[config.mk]
export PLATFORM = sky130hd
export DESIGN_NAME = bsm_cycle_master
export DESIGN_NICKNAME = d
export VERILOG_FILES = /design/src/verilog/bsm_unused_guard.sv /design/src/verilog/bsm_pkg.sv /design/src/verilog/bsm_cycle_master.sv /design/src/verilog/bsm_sync.sv
export VERILOG_INCLUDE_DIRS = /design/src /design/src/verilog
export SDC_FILE = /design/constraint.sdc
export NUM_CORES = 1
export LEC_CHECK = 0
export ABC_AREA = 1
export BUFFER_PORTS_ARGS = -buffer_cell sky130_fd_sc_hd__buf_2
export CAP_MARGIN = 15
export CORE_MARGIN = 1
export CORE_UTILIZATION = 36
export CTS_CLUSTER_SIZE = 30
export DETAILED_ROUTE_END_ITERATION = 6
export HOLD_SLACK_MARGIN = 0.02
export PLACE_DENSITY_LB_ADDON = 0.3
export SETUP_SLACK_MARGIN = 0.1
export SYNTH_ARGS = -nofsm -noshare
export SYNTH_HDL_FRONTEND = slang
export SYNTH_SLANG_ARGS = --single-unit
[constraint.sdc]
create_clock -name CLK_SYS -period 3.1 [get_ports CLK_SYS]
set_input_delay 0.155 -clock CLK_SYS [delete_from_list [all_inputs] [get_ports CLK_SYS]]
set_output_delay 0.155 -clock CLK_SYS [all_outputs]
set_load 0.01 [all_outputs]
[src/verilog/bsm_defs.svh]
`ifndef BSM_DEFS_SVH
`define BSM_DEFS_SVH

// bus widths
`define BSM_ADDR_W 32
`define BSM_DATA_W 16
`define BSM_FC_W 4
`define BSM_SIZE_W 2

// internal acknowledge delay, counted in wait states
`define BSM_DLY_W 2

// phase counter, one count per half clock of the output clock
`define BSM_CNT_W 8
`define BSM_CNT_ONE 8'h01
`define BSM_CNT_MAX 8'hFF

// three output clocks per acknowledged cycle, two for quick end
`define BSM_MIN_PHASES 8'h06
`define BSM_QUICK_PHASES 8'h04

// system clock period, and half clocks of the output clock per cycle
`define BSM_CLK_PERIOD_NS 5
`define BSM_HALF_CLK_CYCLES 1

// pin levels
`define BSM_RW_READ 1'b1
`define BSM_RW_WRITE 1'b0
`define BSM_PIN_ON 1'b0
`define BSM_PIN_OFF 1'b1

`endif

[src/verilog/bsm_unused_guard.sv]
`timescale 1ns/1ps
`default_nettype none
`default_nettype wire

[src/verilog/bsm_pkg.sv]
`include "bsm_defs.svh"

package bsm_pkg;

    // one state per half clock of the output clock; waits come in pairs
    typedef enum logic [3:0] {
        ST_IDLE,
        ST_S0,
        ST_S1,
        ST_S2,
        ST_W_LO,
        ST_W_HI,
        ST_S3,
        ST_S4,
        ST_S5
    } bsm_state_t;

    typedef logic [`BSM_SIZE_W-1:0] bsm_size_t;

    typedef struct packed {
        bsm_state_t st;
        logic clk_hi;
        logic write;
        logic quick;
        logic internal;
        logic [`BSM_DLY_W-1:0] delay;
        logic [`BSM_DLY_W-1:0] waits;
        logic [`BSM_ADDR_W-1:0] addr;
        logic [`BSM_FC_W-1:0] fc;
        bsm_size_t size;
        logic [`BSM_DATA_W-1:0] wdata;
        logic rw;
        logic as_n;
        logic ds_n;
        logic doe_n;
        logic [`BSM_DATA_W-1:0] rdata;
        logic rsp_valid;
        logic rsp_wide;
        logic rsp_err;
        logic rsp_retry;
        logic [`BSM_CNT_W-1:0] phases;
    } bsm_regs_t;

    typedef struct packed {
        logic [`BSM_DATA_W+3:0] stage1;
        logic [`BSM_DATA_W+3:0] stage2;
    } bsm_sync_t;

endpackage

[src/verilog/bsm_cycle_master.sv]
// Contract
// - an acknowledged cycle lasts at least three output clocks
// - an input level meeting the window is recognised on that falling edge
// - read data is latched one falling edge after acknowledge is recognised
// - acknowledge at the S2 falling edge gives a cycle without waits
// - quick end finishes the transfer in two clocks, internally terminated
// - quick end overrides the acknowledge delay and uses no waits
// - quick end cycles assert the data strobe for reads only
// - read S0 drives address, function code, size, direction high
// - read S1 asserts both address strobe and data strobe
// - acknowledge at S2 latches at S4, else waits resample each falling edge
// - at S4 falling edge read data latched and port width sampled
// - S5 negates strobes, holds address, direction, size, function code
// - write S0 drives address, function code, size, direction low
// - write asserts only address strobe in S1, drives data in S2
// - write asserts data strobe in S3, ends one clock after acknowledge
// - write S5 keeps address and data valid while strobes negate
// - wide acknowledge reports a 16-bit port, narrow an 8-bit port
// - bus error aborts the cycle, bus error with halt requests retry
`timescale 1ns/1ps
`default_nettype none
`include "bsm_defs.svh"

module bsm_cycle_master (
    input wire logic CLK_SYS,
    input wire logic RESET_N,
    // requester side
    input wire logic REQ_VALID,
    output logic REQ_READY,
    input wire logic REQ_WRITE,
    input wire logic [`BSM_ADDR_W-1:0] REQ_ADDR,
    input wire logic [`BSM_FC_W-1:0] REQ_FC,
    input wire bsm_pkg::bsm_size_t REQ_SIZE,
    input wire logic [`BSM_DATA_W-1:0] REQ_WDATA,
    input wire logic REQ_INTERNAL_ACK,
    input wire logic [`BSM_DLY_W-1:0] REQ_ACK_DELAY,
    input wire logic REQ_QUICK_END,
    output logic RSP_VALID,
    output logic [`BSM_DATA_W-1:0] RSP_RDATA,
    output logic RSP_PORT_WIDE,
    output logic RSP_BUS_ERROR,
    output logic RSP_RETRY,
    // external bus side
    output logic SYSTEM_CLOCK_OUT,
    output logic [`BSM_ADDR_W-1:0] ADDR_OUT,
    output logic [`BSM_FC_W-1:0] FUNCTION_CODE,
    output bsm_pkg::bsm_size_t TRANSFER_SIZE,
    output logic READ_WRITE,
    output logic ADDRESS_STROBE_N,
    output logic DATA_STROBE_N,
    output logic [`BSM_DATA_W-1:0] DATA_OUT,
    output logic DATA_OE_N,
    input wire logic [`BSM_DATA_W-1:0] DATA_IN,
    input wire logic ACK_WIDE_PORT_N,
    input wire logic ACK_NARROW_PORT_N,
    input wire logic BUS_ERROR_IN_N,
    input wire logic HALT_N
);
    import bsm_pkg::*;

    localparam logic [`BSM_DATA_W+3:0] SYNC_RST = {4'hF, {`BSM_DATA_W{1'b0}}};

    bsm_regs_t state_r;
    bsm_regs_t state_nxt;
    logic [`BSM_DATA_W+3:0] pins_s;
    logic [`BSM_DATA_W-1:0] data_s;
    logic ack_wide_s;
    logic ack_narrow_s;
    logic bus_error_in_s;
    logic halt_s;
    logic int_ack;
    logic ack_rec;
    logic as_act;

    // all bus inputs cross two flops; the pair counts as the input setup time
    bsm_sync #(
        .RST_VAL(SYNC_RST)
    ) u_sync (
        .CLK_SYS(CLK_SYS),
        .RESET_N(RESET_N),
        .async_in({ACK_WIDE_PORT_N, ACK_NARROW_PORT_N, BUS_ERROR_IN_N, HALT_N, DATA_IN}),
        .sync_out(pins_s)
    );

    // unpack synchronised pins, active high from here on
    assign data_s = pins_s[`BSM_DATA_W-1:0];
    assign halt_s = ~pins_s[`BSM_DATA_W];
    assign bus_error_in_s = ~pins_s[`BSM_DATA_W+1];
    assign ack_narrow_s = ~pins_s[`BSM_DATA_W+2];
    assign ack_wide_s = ~pins_s[`BSM_DATA_W+3];

    // chip select acknowledge after its programmed number of waits
    assign int_ack = state_r.internal && (state_r.waits == state_r.delay);
    assign ack_rec = ack_wide_s || ack_narrow_s || int_ack;

    // next state; one state per half clock of the output clock
    always_comb begin
        state_nxt = state_r;
        state_nxt.clk_hi = ~state_r.clk_hi;
        state_nxt.rsp_valid = 1'b0;
        if (state_r.st != ST_IDLE && state_r.phases != `BSM_CNT_MAX) begin
            state_nxt.phases = state_r.phases + `BSM_CNT_ONE;
        end
        case (state_r.st)
            ST_IDLE: begin
                // start only so that S0 lands on a high output clock phase
                if (REQ_VALID && !state_r.clk_hi) begin
                    state_nxt.st = ST_S0;
                    state_nxt.write = REQ_WRITE;
                    state_nxt.quick = REQ_QUICK_END;
                    state_nxt.internal = REQ_INTERNAL_ACK && !REQ_QUICK_END;
                    state_nxt.delay = REQ_ACK_DELAY;
                    state_nxt.waits = '0;
                    state_nxt.addr = REQ_ADDR;
                    state_nxt.fc = REQ_FC;
                    state_nxt.size = REQ_SIZE;
                    state_nxt.wdata = REQ_WDATA;
                    state_nxt.rw = REQ_WRITE ? `BSM_RW_WRITE : `BSM_RW_READ;
                    state_nxt.rsp_err = 1'b0;
                    state_nxt.rsp_retry = 1'b0;
                    state_nxt.phases = `BSM_CNT_ONE;
                end
            end
            ST_S0: begin
                state_nxt.st = ST_S1;
            end
            ST_S1: begin
                // quick end skips the acknowledge sample entirely
                state_nxt.st = state_r.quick ? ST_S4 : ST_S2;
            end
            ST_S2, ST_W_HI: begin
                // falling edge at the end of this phase is the sample point
                if (ack_rec || bus_error_in_s) begin
                    state_nxt.st = ST_S3;
                    state_nxt.rsp_err = bus_error_in_s && !ack_rec;
                    state_nxt.rsp_retry = bus_error_in_s && !ack_rec && halt_s;
                end else begin
                    state_nxt.st = ST_W_LO;
                end
            end
            ST_W_LO: begin
                state_nxt.st = ST_W_HI;
                if (state_r.waits != '1) begin
                    state_nxt.waits = state_r.waits + 1'b1;
                end
            end
            ST_S3: begin
                state_nxt.st = ST_S4;
            end
            ST_S4: begin
                // one falling edge after recognition: data and port width
                state_nxt.st = ST_S5;
                state_nxt.rsp_wide = state_r.quick || state_r.internal || ack_wide_s;
                if (!state_r.write) begin
                    state_nxt.rdata = data_s;
                end
                // late bus error, legal one clock after the acknowledge
                if (!state_r.quick && bus_error_in_s) begin
                    state_nxt.rsp_err = 1'b1;
                    state_nxt.rsp_retry = halt_s;
                end
            end
            ST_S5: begin
                state_nxt.st = ST_IDLE;
                state_nxt.rsp_valid = 1'b1;
            end
            default: begin
                state_nxt.st = ST_IDLE;
            end
        endcase

        // pin levels follow the state being entered, so they are registered
        as_act = (state_nxt.st == ST_S1) || (state_nxt.st == ST_S2) ||
                 (state_nxt.st == ST_W_LO) || (state_nxt.st == ST_W_HI) ||
                 (state_nxt.st == ST_S3) || (state_nxt.st == ST_S4);
        state_nxt.as_n = as_act ? `BSM_PIN_ON : `BSM_PIN_OFF;
        if (!state_nxt.write) begin
            state_nxt.ds_n = as_act ? `BSM_PIN_ON : `BSM_PIN_OFF;
        end else if (!state_nxt.quick &&
                     (state_nxt.st == ST_S3 || state_nxt.st == ST_S4)) begin
            state_nxt.ds_n = `BSM_PIN_ON;
        end else begin
            state_nxt.ds_n = `BSM_PIN_OFF;
        end
        // write data from S2 through S5; quick writes skip S2, so from S1
        if (state_nxt.write &&
            ((state_nxt.st != ST_IDLE && state_nxt.st != ST_S0 &&
              state_nxt.st != ST_S1) ||
             (state_nxt.quick && state_nxt.st == ST_S1))) begin
            state_nxt.doe_n = `BSM_PIN_ON;
        end else begin
            state_nxt.doe_n = `BSM_PIN_OFF;
        end
    end

    // single register of all state; strobes negated and bus released at reset
    always_ff @(posedge CLK_SYS or negedge RESET_N) begin
        if (!RESET_N) begin
            state_r <= '{st: ST_IDLE, rw: `BSM_RW_READ, as_n: `BSM_PIN_OFF,
                         ds_n: `BSM_PIN_OFF, doe_n: `BSM_PIN_OFF, default: '0};
        end else begin
            state_r <= state_nxt;
        end
    end

    // outputs; address, size and code stay put until the next S0
    assign REQ_READY = (state_r.st == ST_IDLE) && !state_r.clk_hi;
    assign RSP_VALID = state_r.rsp_valid;
    assign RSP_RDATA = state_r.rdata;
    assign RSP_PORT_WIDE = state_r.rsp_wide;
    assign RSP_BUS_ERROR = state_r.rsp_err;
    assign RSP_RETRY = state_r.rsp_retry;
    assign SYSTEM_CLOCK_OUT = state_r.clk_hi;
    assign ADDR_OUT = state_r.addr;
    assign FUNCTION_CODE = state_r.fc;
    assign TRANSFER_SIZE = state_r.size;
    assign READ_WRITE = state_r.rw;
    assign ADDRESS_STROBE_N = state_r.as_n;
    assign DATA_STROBE_N = state_r.ds_n;
    assign DATA_OUT = state_r.wdata;
    assign DATA_OE_N = state_r.doe_n;
endmodule

`default_nettype wire

[src/verilog/bsm_sync.sv]
`timescale 1ns/1ps
`default_nettype none
`include "bsm_defs.svh"

module bsm_sync #(
    parameter logic [`BSM_DATA_W+3:0] RST_VAL = '0
) (
    input wire logic CLK_SYS,
    input wire logic RESET_N,
    input wire logic [`BSM_DATA_W+3:0] async_in,
    output logic [`BSM_DATA_W+3:0] sync_out
);
    import bsm_pkg::*;

    bsm_sync_t sync_r;
    bsm_sync_t sync_nxt;

    // stage1 feeds stage2 only, per bit
    genvar gi;
    generate
        for (gi = 0; gi < `BSM_DATA_W + 4; gi = gi + 1) begin : g_bit
            always_comb begin
                sync_nxt.stage1[gi] = async_in[gi];
                sync_nxt.stage2[gi] = sync_r.stage1[gi];
            end
        end
    endgenerate

    // reset to the negated pin levels so no false acknowledge at start
    always_ff @(posedge CLK_SYS or negedge RESET_N) begin
        if (!RESET_N) begin
            sync_r <= '{stage1: RST_VAL, stage2: RST_VAL};
        end else begin
            sync_r <= sync_nxt;
        end
    end

    assign sync_out = sync_r.stage2;

endmodule

`default_nettype wire

==> key figures, run 1 <==
Finish
  • Final nets: 763
  • Layout cells sized above 1: 32.8%
  • N_diodes: 0
  • P&R area growth vs syn: 36.3%
  • Design area: 7060 um2

Placed design
  • Port-buffer cells: 161
  • GP Congestion: 0.769
  • Final HPWL DP: 7.04 mm
  • Post-placement cell area: 5640 um2

CTS
  • CTS buffer count: 17
  • CTS clock-pin slew for the worst setup and hold paths: 60 ps
  • Clock Latency Late Sink: 410 ps
  • CTS H-tree lvls: 4
  • Post-CTS setup buffer count: 0
  • Cts repair resizes: 0
  • Post-CTS Hold Fix Bufs: 79
  • Clock Tree Root: clkbuf_16
  • CTS Buffer Depth: 2
  • TritonCTS clock tree: done
  • CTS sink cnt: 130

Logic synthesis
  • Netlist Area Pre-Place: 5180 um2
  • Number of synthesized register bits: 130
  • FFs w/ async S/R, synth: 100%
  • Syn avg cell area: 10.3 um2
  • Cells after Synth: 502
  • Dominant synthesized flop cell: dfrtp_1
  • Yosys warnings: 0
  • Post-synth EDFFs: 0
  • Cell variety after synth: 25
  • Post-synthesis sequential area ratio: 63.1%
  • Syn Nets: 585

Power and ir drop
  • Max VDD drop: 0.000446 V
  • Leak: 3.78 nW
  • PD cells: 909 nW/um2

Global routing
  • Grt total ovfl: 0
  • Vias in the first global route: 3646
  • GRT Util Overall: 15.7%
  • Global-route wire length before repair: 17.4 mm
  • Initial antenna violation count: 0
  • Largest net degree at the start of global routing: 107

Timing
  • Worst-Margin Slew: 934 ps
  • Clock period minus worst slack: 2080 ps
  • Endpoints failing setup: 0
  • Max frequency: 0.480 GHz
  • Slew HR: 37.8%
  • Hold Vio Cnt, Final: 0
  • RSZ-0062 raised after global routing: no
  • Slew Limit Fails: 0
  • Clk_skew: 7.33 ps
  • Tcrit/Tclk final: 67.2%
  • Setup_tns: 0 ps

Floorplan
  • Initial Utilization: 37.2%
  • Rows: 43
  • Core Area: 13900 um2
  • Io pins: 162
  • Die ar.: 14900 um2
  • Die Width: 122 um
  • Die H: 122 um

Hold path
  • Worst min-delay path class: input port to flop
  • Cell count of the worst hold path: 4

Worst setup path
  • Classification of the worst setup path: flop to flop
  • Crit path from: state_r[95]
  • Reg2reg start: state_r[95]
  • Worst setup path end: DATA_STROBE_N
  • CP Capture Type: flop
  • WP data arrival: 2440 ps
  • Worst EP required: 3460 ps
  • Reg-to-reg endpoint: DATA_STROBE_N
  • Worst-path fanout max: 62
  • R2R setup slack: 1020 ps
  • Reg2Reg Depth: 12
  • Startpoint types: flop

Drt
  • DRC violations left: 0
  • Routed WL: 10.9 mm
  • Antenna-violating nets left: 0
  • Iter 0 DRT Violations: 135
  • Via count: 3735
  • Routed vias/inst: 4.28
  • TritonRoute pass-1 iters: 4
  • Routed WL per cell: 12.5 um

Status
  • Outcome: finished, final reports clean

Flow run
  • Max Cap Violations: 0
## power breakdown
group	total, mW	switching (mW)	internal, mW	leakage (nW)
Sequential	2.58	0.313	2.27	1.57
Combinational	1.74	0.966	0.778	1.90
Clock	2.09	0.713	1.38	0.304
## cells by family after synthesis
kind of cell | Yosys count | synth area share [%]
adder cells (fa/ha/maj) | 1 | 0.242
buffers and inverters | 111 | 13.7
AO/OA/AOI/OAI | 12 | 1.28
flip-flops | 130 | 63.1
multiplexers | 16 | 4.20
AND/OR/NAND/NOR | 232 | 17.5
## registers in the layout, indices dropped and copies added (netlist names), 2 cells and up
register         cells
ADDR_OUT            32
DATA_OUT            16
FUNCTION_CODE        4
RSP_RDATA           16
TRANSFER_SIZE        2
state_r             11
u_sync.sync_nxt     20
u_sync.sync_out     20
## through the flow
| step | setup WS [ps] | cells | hold slack (ps) | util, % | power, mW |
|---|---|---|---|---|---|
| floorplan | 1520 | 502 | -141 | - | 4.09 |
| global placement | 1100 | 762 | 264 | 40.5 | 4.22 |
| detailed placement | 972 | 762 | 263 | 40.5 | 4.28 |
| CTS | 942 | 873 | 39.1 | 50.7 | 6.48 |
| global route | 611 | 873 | 47.6 | 50.7 | 6.84 |
| finish | 1020 | 873 | 48.4 | 50.7 | 6.41 |
## area by class of cell
| type | instances | area, um2 |
|---|---|---|
| repair buffers | 243 | 1630 |
| fillers | 1262 | 6880 |
| inverters | 27 | 101 |
| multi-input cells | 261 | 1210 |
| clock inverters | 7 | 124 |
| clock buffers | 25 | 505 |
| well taps | 180 | 225 |
| flip-flops and latches | 130 | 3270 |
## placed cells by master, fill, tap and decap left out, types with 2 or more instances in the layout
| master | instances |
|---|---|
| buf_2 | 160 |
| clkbuf_8 | 5 |
| nor2_1 | 14 |
| mux2_4 | 10 |
| nor2_4 | 2 |
| mux2_2 | 6 |
| nand4_1 | 3 |
| clkbuf_1 | 3 |
| clkinv_4 | 3 |
| dfrtp_1 | 118 |
| o21ai_0 | 9 |
| buf_4 | 3 |
| clkbuf_16 | 17 |
| inv_2 | 2 |
| nand2_1 | 201 |
| nand3_1 | 8 |
| inv_1 | 25 |
| bufinv_16 | 3 |
| dfstp_2 | 12 |
| dlygate4sd3_1 | 79 |
| nand2_2 | 2 |
## synth_stat cells (2+ instances only)
cell type / number / share of area, %
buf_4: 70 / 10
nand4_1: 3 / 0.36
mux2_2: 6 / 1.3
buf_2: 4 / 0.39
dfstp_2: 12 / 6.1
nand3_1: 8 / 0.77
dfrtp_1: 118 / 57
clkbuf_1: 8 / 0.58
o21ai_0: 9 / 0.87
nor2_1: 14 / 1.0
mux2_4: 10 / 2.9
nand2_2: 2 / 0.24
inv_1: 26 / 1.9
nand2_1: 201 / 15
## worst max-delay path: stages, from the launching register on
cell     delay [ps]
dfrtp_1         440
nor2_1          160
nand2_1         140
nor2_4          120
buf_4           480
nand2_1         160
o21ai_0         150
inv_1           100
nand2_1          70
nor2_1           40
nand2_1          60
nand2_1          50
inv_1            50
## worst min-delay path by stage
stage	slack, ps	from	end
after floorplan	-140	RESET_N	ADDR_OUT[0]
after global placement	260	ACK_NARROW_PORT_N	u_sync.sync_nxt[18]
after detailed placement	260	BUS_ERROR_IN_N	u_sync.sync_nxt[17]
after CTS	40	REQ_QUICK_END	state_r[90]
after global routing	50	REQ_QUICK_END	state_r[91]
final	50	REQ_QUICK_END	state_r[90]
## metal layers
layer	vias to the layer above	wire (um)	track usage [%]
met3	25	784	5.43
met2	136	4910	23.6
li1	1821	-	-
met5	-	0	0
met4	0	256	8.72
met1	1753	4980	19.7
Note: power is estimated with default switching activity, not from simulation.
==> run 2, diff against run 1 <==
==> constraint.sdc (replaced) <==
create_clock -name CLK_SYS -period 2.1 [get_ports CLK_SYS]
set_input_delay 0.105 -clock CLK_SYS [delete_from_list [all_inputs] [get_ports CLK_SYS]]
set_output_delay 0.105 -clock CLK_SYS [all_outputs]
set_load 0.01 [all_outputs]
==> key figures, run 2 (synthesized netlist as in run 1, its figures left out) <==
CTS
  • CTS clock-pin slew for the worst setup and hold paths: 50 ps (about the same)
  • CTS H-tree lvls: 4 (unchanged)
  • Cts repair resizes: 0 (unchanged)
  • Post-CTS setup buffer count: 0 (unchanged)
  • Clock Tree Root: clkbuf_16
  • CTS sink cnt: 130 (unchanged)
  • CTS Buffer Depth: 2 (unchanged)
  • TritonCTS clock tree: done
  • Clock Latency Late Sink: 400 ps (about the same)
  • CTS buffer count: 17 (unchanged)

Finish
  • Non-filler cells, final: 877 (+0.46%)
  • Max reg flops: 32 (unchanged)
  • Most common cell after layout, fill and taps aside: nand2_1
  • N_diodes: 0 (unchanged)
  • P&R area growth vs syn: 36.1% (about the same)
  • Final nets: 769 (+0.79%)
  • Fillers: 1250 (-0.95%)
  • Layout cells sized above 1: 32.7% (-0.045 points)
  • Highest-count cells in the layout ignoring fill and taps: nand2_1, buf_2, dfrtp_1

Timing
  • Clock period minus worst slack: 1680 ps (-402 ps)
  • Hold Vio Cnt, Final: 0 (unchanged)
  • Slew Limit Fails: 0 (unchanged)
  • Clk_skew: 6.15 ps (-1.18 ps)
  • Endpoints failing setup: 0 (unchanged)
  • RSZ-0062 raised after global routing: no
  • WHS: 143 ps (+95.0 ps)
  • Setup_tns: 0 ps (unchanged)
  • Worst-Margin Slew: 448 ps (-486 ps)
  • Max frequency: 0.594 GHz (+24%)
  • Setup WS post-layout: 418 ps (-598 ps)
  • Tcrit/Tclk final: 80.1% (+13 points)
  • Slew HR: 70.2% (+32 points)

Power and ir drop
  • Switch share: 30.9% (-0.13 points)
  • Max VDD drop: 0.000653 V (+47%)
  • Leak: 3.78 nW (about the same)
  • Comb power frac: 28.3% (+1.1 points)
  • Clk pwr share: 30.4% (-2.2 points)
  • PD cells: 1300 nW/um2 (+43%)
  • Share of power burned in registers: 41.3% (+1.1 points)
  • Int Pwr: 6.33 mW (+43%)
  • Net Sw Power: 2.84 mW (+42%)

Drt
  • DRC violations left: 0 (unchanged)
  • Routed WL: 10.8 mm (-1.3%)
  • Met1 WL: 5.04 mm (+1.2%)
  • Max layer used: met4
  • Via count: 3695 (-1.1%)
  • Antenna-violating nets left: 0 (unchanged)
  • Routed met3 length: 790 um (+0.77%)
  • TritonRoute pass-1 iters: 4 (unchanged)
  • Routed vias/inst: 4.21 (-1.5%)
  • Routed WL per cell: 12.3 um (-1.7%)
  • Routed wl met2: 4.82 mm (-1.8%)
  • Iter 0 DRT Violations: 138 (+2.2%)

Floorplan
  • Rows: 43 (unchanged)
  • Die H: 122 um (unchanged)
  • Initial Utilization: 37.2% (unchanged)
  • Die Width: 122 um (unchanged)
  • Io pins: 162 (unchanged)
  • Core Area: 13900 um2 (unchanged)
  • Die ar.: 14900 um2 (unchanged)

Global routing
  • Vias in the first global route: 3719 (+2.0%)
  • Grt total ovfl: 0 (unchanged)
  • Initial antenna violation count: 0 (unchanged)
  • Largest net degree at the start of global routing: 50 (-53%)
  • GRT Util Overall: 15.5% (-0.15 points)
  • Global-route wire length before repair: 17.4 mm (-0.20%)

Worst setup path
  • Reg2reg start: state_r[94]
  • Crit path largest cell delay: 420 ps (-60 ps)
  • WP data arrival: 2010 ps (-430 ps)
  • CP max stage cell: dfrtp_1
  • Worst EP required: 2430 ps (-1030 ps)
  • CP Capture Type: flop
  • Most frequent CP cell: nand2_1
  • Crit path from: state_r[94]
  • Startpoint types: flop
  • Worst-path fanout max: 37 (-40%)
  • CP Cell Sequence: nor2_1 > nand2_1 > nor2_4 > buf_4 > nor2_1 > nand2_1 > nand2_1 > nand2_1 > nand2_1
  • Classification of the worst setup path: flop to flop

Flow run
  • Max Cap Violations: 0 (unchanged)

Hold path
  • Hold wc startpoint: REQ_VALID
  • Worst min-delay path class: input port to flop

Placed design
  • Final HPWL DP: 7.17 mm (+1.8%)
  • GP Congestion: 0.817 (+6.3%)
  • Post-Place Cells: 767 (+0.66%)
  • Pre-CTS WS: 404 ps (-568 ps)
  • Port-buffer cells: 161 (unchanged)

Status
  • Outcome: finished, final reports clean
==> run 2: path summary, 6_finish.rpt <==
kind	end	slack [ps]	depth (start not counted)
max reg2reg	DATA_OE_N	420	9
max	DATA_OE_N	420	9
max in group asynchronous	u_sync.sync_out[17]	1230	3
min reg2reg	u_sync.sync_out[11]	340	0
min	READ_WRITE	140	5
min in group asynchronous	u_sync.sync_out[5]	220	2
==> run 2: power by group through the flow <==
stage	clock network, mW	logic, mW	registers [mW]
floorplan	0	2.29	3.74
global placement	0	2.44	3.79
detailed placement	0	2.51	3.81
CTS	2.89	2.62	3.79
global route	3.01	2.92	3.89
finish	2.79	2.59	3.78
==> run 2: through the flow <==
step / util, % / cell area (um2) / power, mW
2_1_floorplan: - / 5180 / 6.04
3_3_place_gp: 40.8 / 5690 / 6.23
3_5_place_dp: 40.8 / 5690 / 6.32
4_1_cts: 50.6 / 7050 / 9.30
5_1_grt: 50.6 / 7050 / 9.82
6_report: 50.6 / 7050 / 9.17
==> run 2: critical path, delay by kind of cell (launching register included) <==
family                 cells  cell delay (ps)
AND/OR/NAND/NOR            8              820
flip-flops                 1              420
buffers and inverters      1              370
==> run 2: layout make-up <==
cell class	count	area [um2]	share of cell area, %
clock buffers	25	485	6.88
clock inverters	5	77.6	1.10
inverters	27	101	1.44
multi-input cells	261	1210	17.1
flip-flops and latches	130	3270	46.3
well taps	180	225	3.19
repair buffers	249	1690	23.9
==> run 2: per-layer routing <==
layer | up-vias | GRT usage [%]
met5 | - | 0
met4 | 0 | 5.79
met2 | 127 | 23.5
li1 | 1836 | -
met3 | 10 | 5.81
met1 | 1722 | 20.3
==> run 2: repair_timing <==
item                                    CTS  global route
hold buffers                             80             0
endpoints found under the setup margin    0             0
endpoints found under the hold margin   125             0
==> run 3, diff against run 2 <==
==> constraint.sdc (replaced) <==
create_clock -name CLK_SYS -period 1.7 [get_ports CLK_SYS]
set_input_delay 0.085 -clock CLK_SYS [delete_from_list [all_inputs] [get_ports CLK_SYS]]
set_output_delay 0.085 -clock CLK_SYS [all_outputs]
set_load 0.01 [all_outputs]
==> key figures, run 3 (synthesized netlist as in run 1, its figures left out) <==
Status
  • Outcome: finished, final reports clean

Worst setup path
  • Startpoint types: flop
  • Worst EP required: 1990 ps (-440 ps)
  • WP data arrival: 1870 ps (-140 ps)
  • CP Capture Type: flop
  • Classification of the worst setup path: flop to flop
  • Worst-path fanout max: 16 (-57%)

Floorplan
  • Io pins: 162 (unchanged)
  • Core Area: 13900 um2 (unchanged)
  • Die H: 122 um (unchanged)
  • Initial Utilization: 37.2% (unchanged)
  • Die Width: 122 um (unchanged)
  • Die ar.: 14900 um2 (unchanged)
  • Rows: 43 (unchanged)

Timing
  • Clk_skew: 8.88 ps (+2.73 ps)
  • WHS: 146 ps (+2.22 ps)
  • Slew HR: 65.8% (-4.3 points)
  • Slew Limit Fails: 0 (unchanged)
  • Max frequency: 0.632 GHz (+6.3%)
  • Endpoints failing setup: 0 (unchanged)
  • Clock period minus worst slack: 1580 ps (-99.7 ps)
  • Setup_tns: 0 ps (unchanged)
  • Setup WS post-layout: 117 ps (-300 ps)
  • RSZ-0062 raised after global routing: yes
  • Worst-Margin Slew: 513 ps (+65.2 ps)
  • Tcrit/Tclk final: 93.1% (+13 points)
  • Hold Vio Cnt, Final: 0 (unchanged)

Power and ir drop
  • Max VDD drop: 0.000657 V (+0.67%)
  • PD cells: 1630 nW/um2 (+26%)
  • Leak: 3.86 nW (+2.1%)
  • Overall Power: 11.9 mW (+29%)

Placed design
  • Final HPWL DP: 7.40 mm (+3.1%)
  • Port-buffer cells: 161 (unchanged)
  • Post-placement cell area: 5720 um2 (+0.57%)
  • Pre-CTS WS: 84.0 ps (-320 ps)
  • GP Congestion: 0.765 (-6.4%)
  • Post-Place Cells: 768 (+0.13%)

Drt
  • Routed vias/inst: 4.30 (+2.1%)
  • Routed WL: 11.6 mm (+7.3%)
  • Via count: 3815 (+3.2%)
  • Met1 WL: 5.08 mm (+0.77%)
  • Routed wl met2: 5.52 mm (+14%)
  • DRC violations left: 0 (unchanged)
  • Routed WL per cell: 13.1 um (+6.1%)
  • Max layer used: met4
  • TritonRoute pass-1 iters: 4 (unchanged)
  • Routed met3 length: 745 um (-5.7%)
  • Antenna-violating nets left: 0 (unchanged)
  • Iter 0 DRT Violations: 172 (+25%)

CTS
  • TritonCTS clock tree: done
  • CTS buffer count: 17 (unchanged)
  • CTS sink cnt: 130 (unchanged)
  • CTS Buffer Depth: 2 (unchanged)
  • CTS clock-pin slew for the worst setup and hold paths: 60 ps (about the same)
  • CTS H-tree lvls: 4 (unchanged)
  • Clock Tree Root: clkbuf_16
  • Clock Latency Late Sink: 410 ps (about the same)

Global routing
  • Initial antenna violation count: 0 (unchanged)
  • Grt total ovfl: 0 (unchanged)
  • Largest net degree at the start of global routing: 53 (+6.0%)
  • Vias in the first global route: 3826 (+2.9%)
  • Global-route wire length before repair: 18.4 mm (+6.0%)
  • GRT Util Overall: 16.4% (+0.85 points)

Finish
  • Highest-count cells in the layout ignoring fill and taps: nand2_1, buf_2, dfrtp_1
  • Most common cell after layout, fill and taps aside: nand2_1
  • Non-filler cells, final: 887 (+1.1%)
  • Flip-flop and latch area: 3270 um2 (about the same)
  • Final core utilization: 52.1% (+1.5 points)
  • P&R area growth vs syn: 40.1%
  • Final nets: 777 (+1.0%)
  • Layout cells sized above 1: 35.4% (+2.6 points)
  • Max reg flops: 32 (unchanged)
  • Area taken by multi-input logic gates: 1240 um2 (+2.4%)
  • Fillers: 1263 (+1.0%)
  • N_diodes: 0 (unchanged)
  • Design area: 7260 um2 (+2.9%)

Flow run
  • Max Cap Violations: 0 (unchanged)

Hold path
  • Worst min-delay path class: input port to flop
## run 3: cell types whose count changed in the layout (fill, tap and decap cells not counted), sizes merged
| cell | previous run | this run |
|---|---|---|
| buf | 169 | 177 |
| clkbuf | 25 | 21 |
| clkinvlp | 1 | 4 |
| bufinv | 2 | 3 |
| clkinv | 2 | 3 |
| inv | 27 | 28 |
## run 3: cell type report
type	count	area share [%]
clock buffers	21	6.48
clock inverters	11	2.09
inverters	27	1.47
multi-input cells	261	17.1
flip-flops and latches	130	45.1
well taps	180	3.10
repair buffers	257	24.7
## run 3: per-layer routing
layer | vias to the layer above | global-route usage (%)
li1 | 1856 | -
met5 | - | 0
met2 | 142 | 26.2
met4 | 0 | 8.41
met1 | 1794 | 19.8
met3 | 23 | 5.15
## run 3: where the power goes
| part | switching [mW] | internal, mW | leakage [nW] | total, mW |
|---|---|---|---|---|
| registers | 0.572 | 4.14 | 1.57 | 4.71 |
| clock network | 1.33 | 2.43 | 0.292 | 3.76 |
| logic | 1.86 | 1.53 | 2.00 | 3.39 |
## run 3: worst paths after layout
check / cells past startpoint / startpoint / end / slack, ps
setup reg to reg: 7 / state_r[97] / RSP_RDATA[8] / 120
hold reg to reg: 0 / u_sync.sync_nxt[1] / u_sync.sync_out[1] / 340
setup / recovery: 7 / state_r[97] / RSP_RDATA[8] / 120
max in group asynchronous: 3 / RESET_N / u_sync.sync_out[18] / 860
hold / removal: 5 / REQ_VALID / READ_WRITE / 150
min in group asynchronous: 2 / RESET_N / u_sync.sync_out[5] / 210
## run 3: what timing repair did
item | in CTS | in global routing
hold buffers | 80 | 0
pin swaps | 0 | 1
endpoints found under the setup margin | 29 | 63
resized for setup | 3 | 18
hold endpoints to repair | 129 | 0
setup buffers | 0 | 7
## run 3: critical path, stage by stage (launching register included)
cell	delay (ps)
dfrtp_1	380
inv_1	90
nand2_2	120
nor2_4	120
inv_2	40
or2_1	230
buf_12	170
mux2_4	300
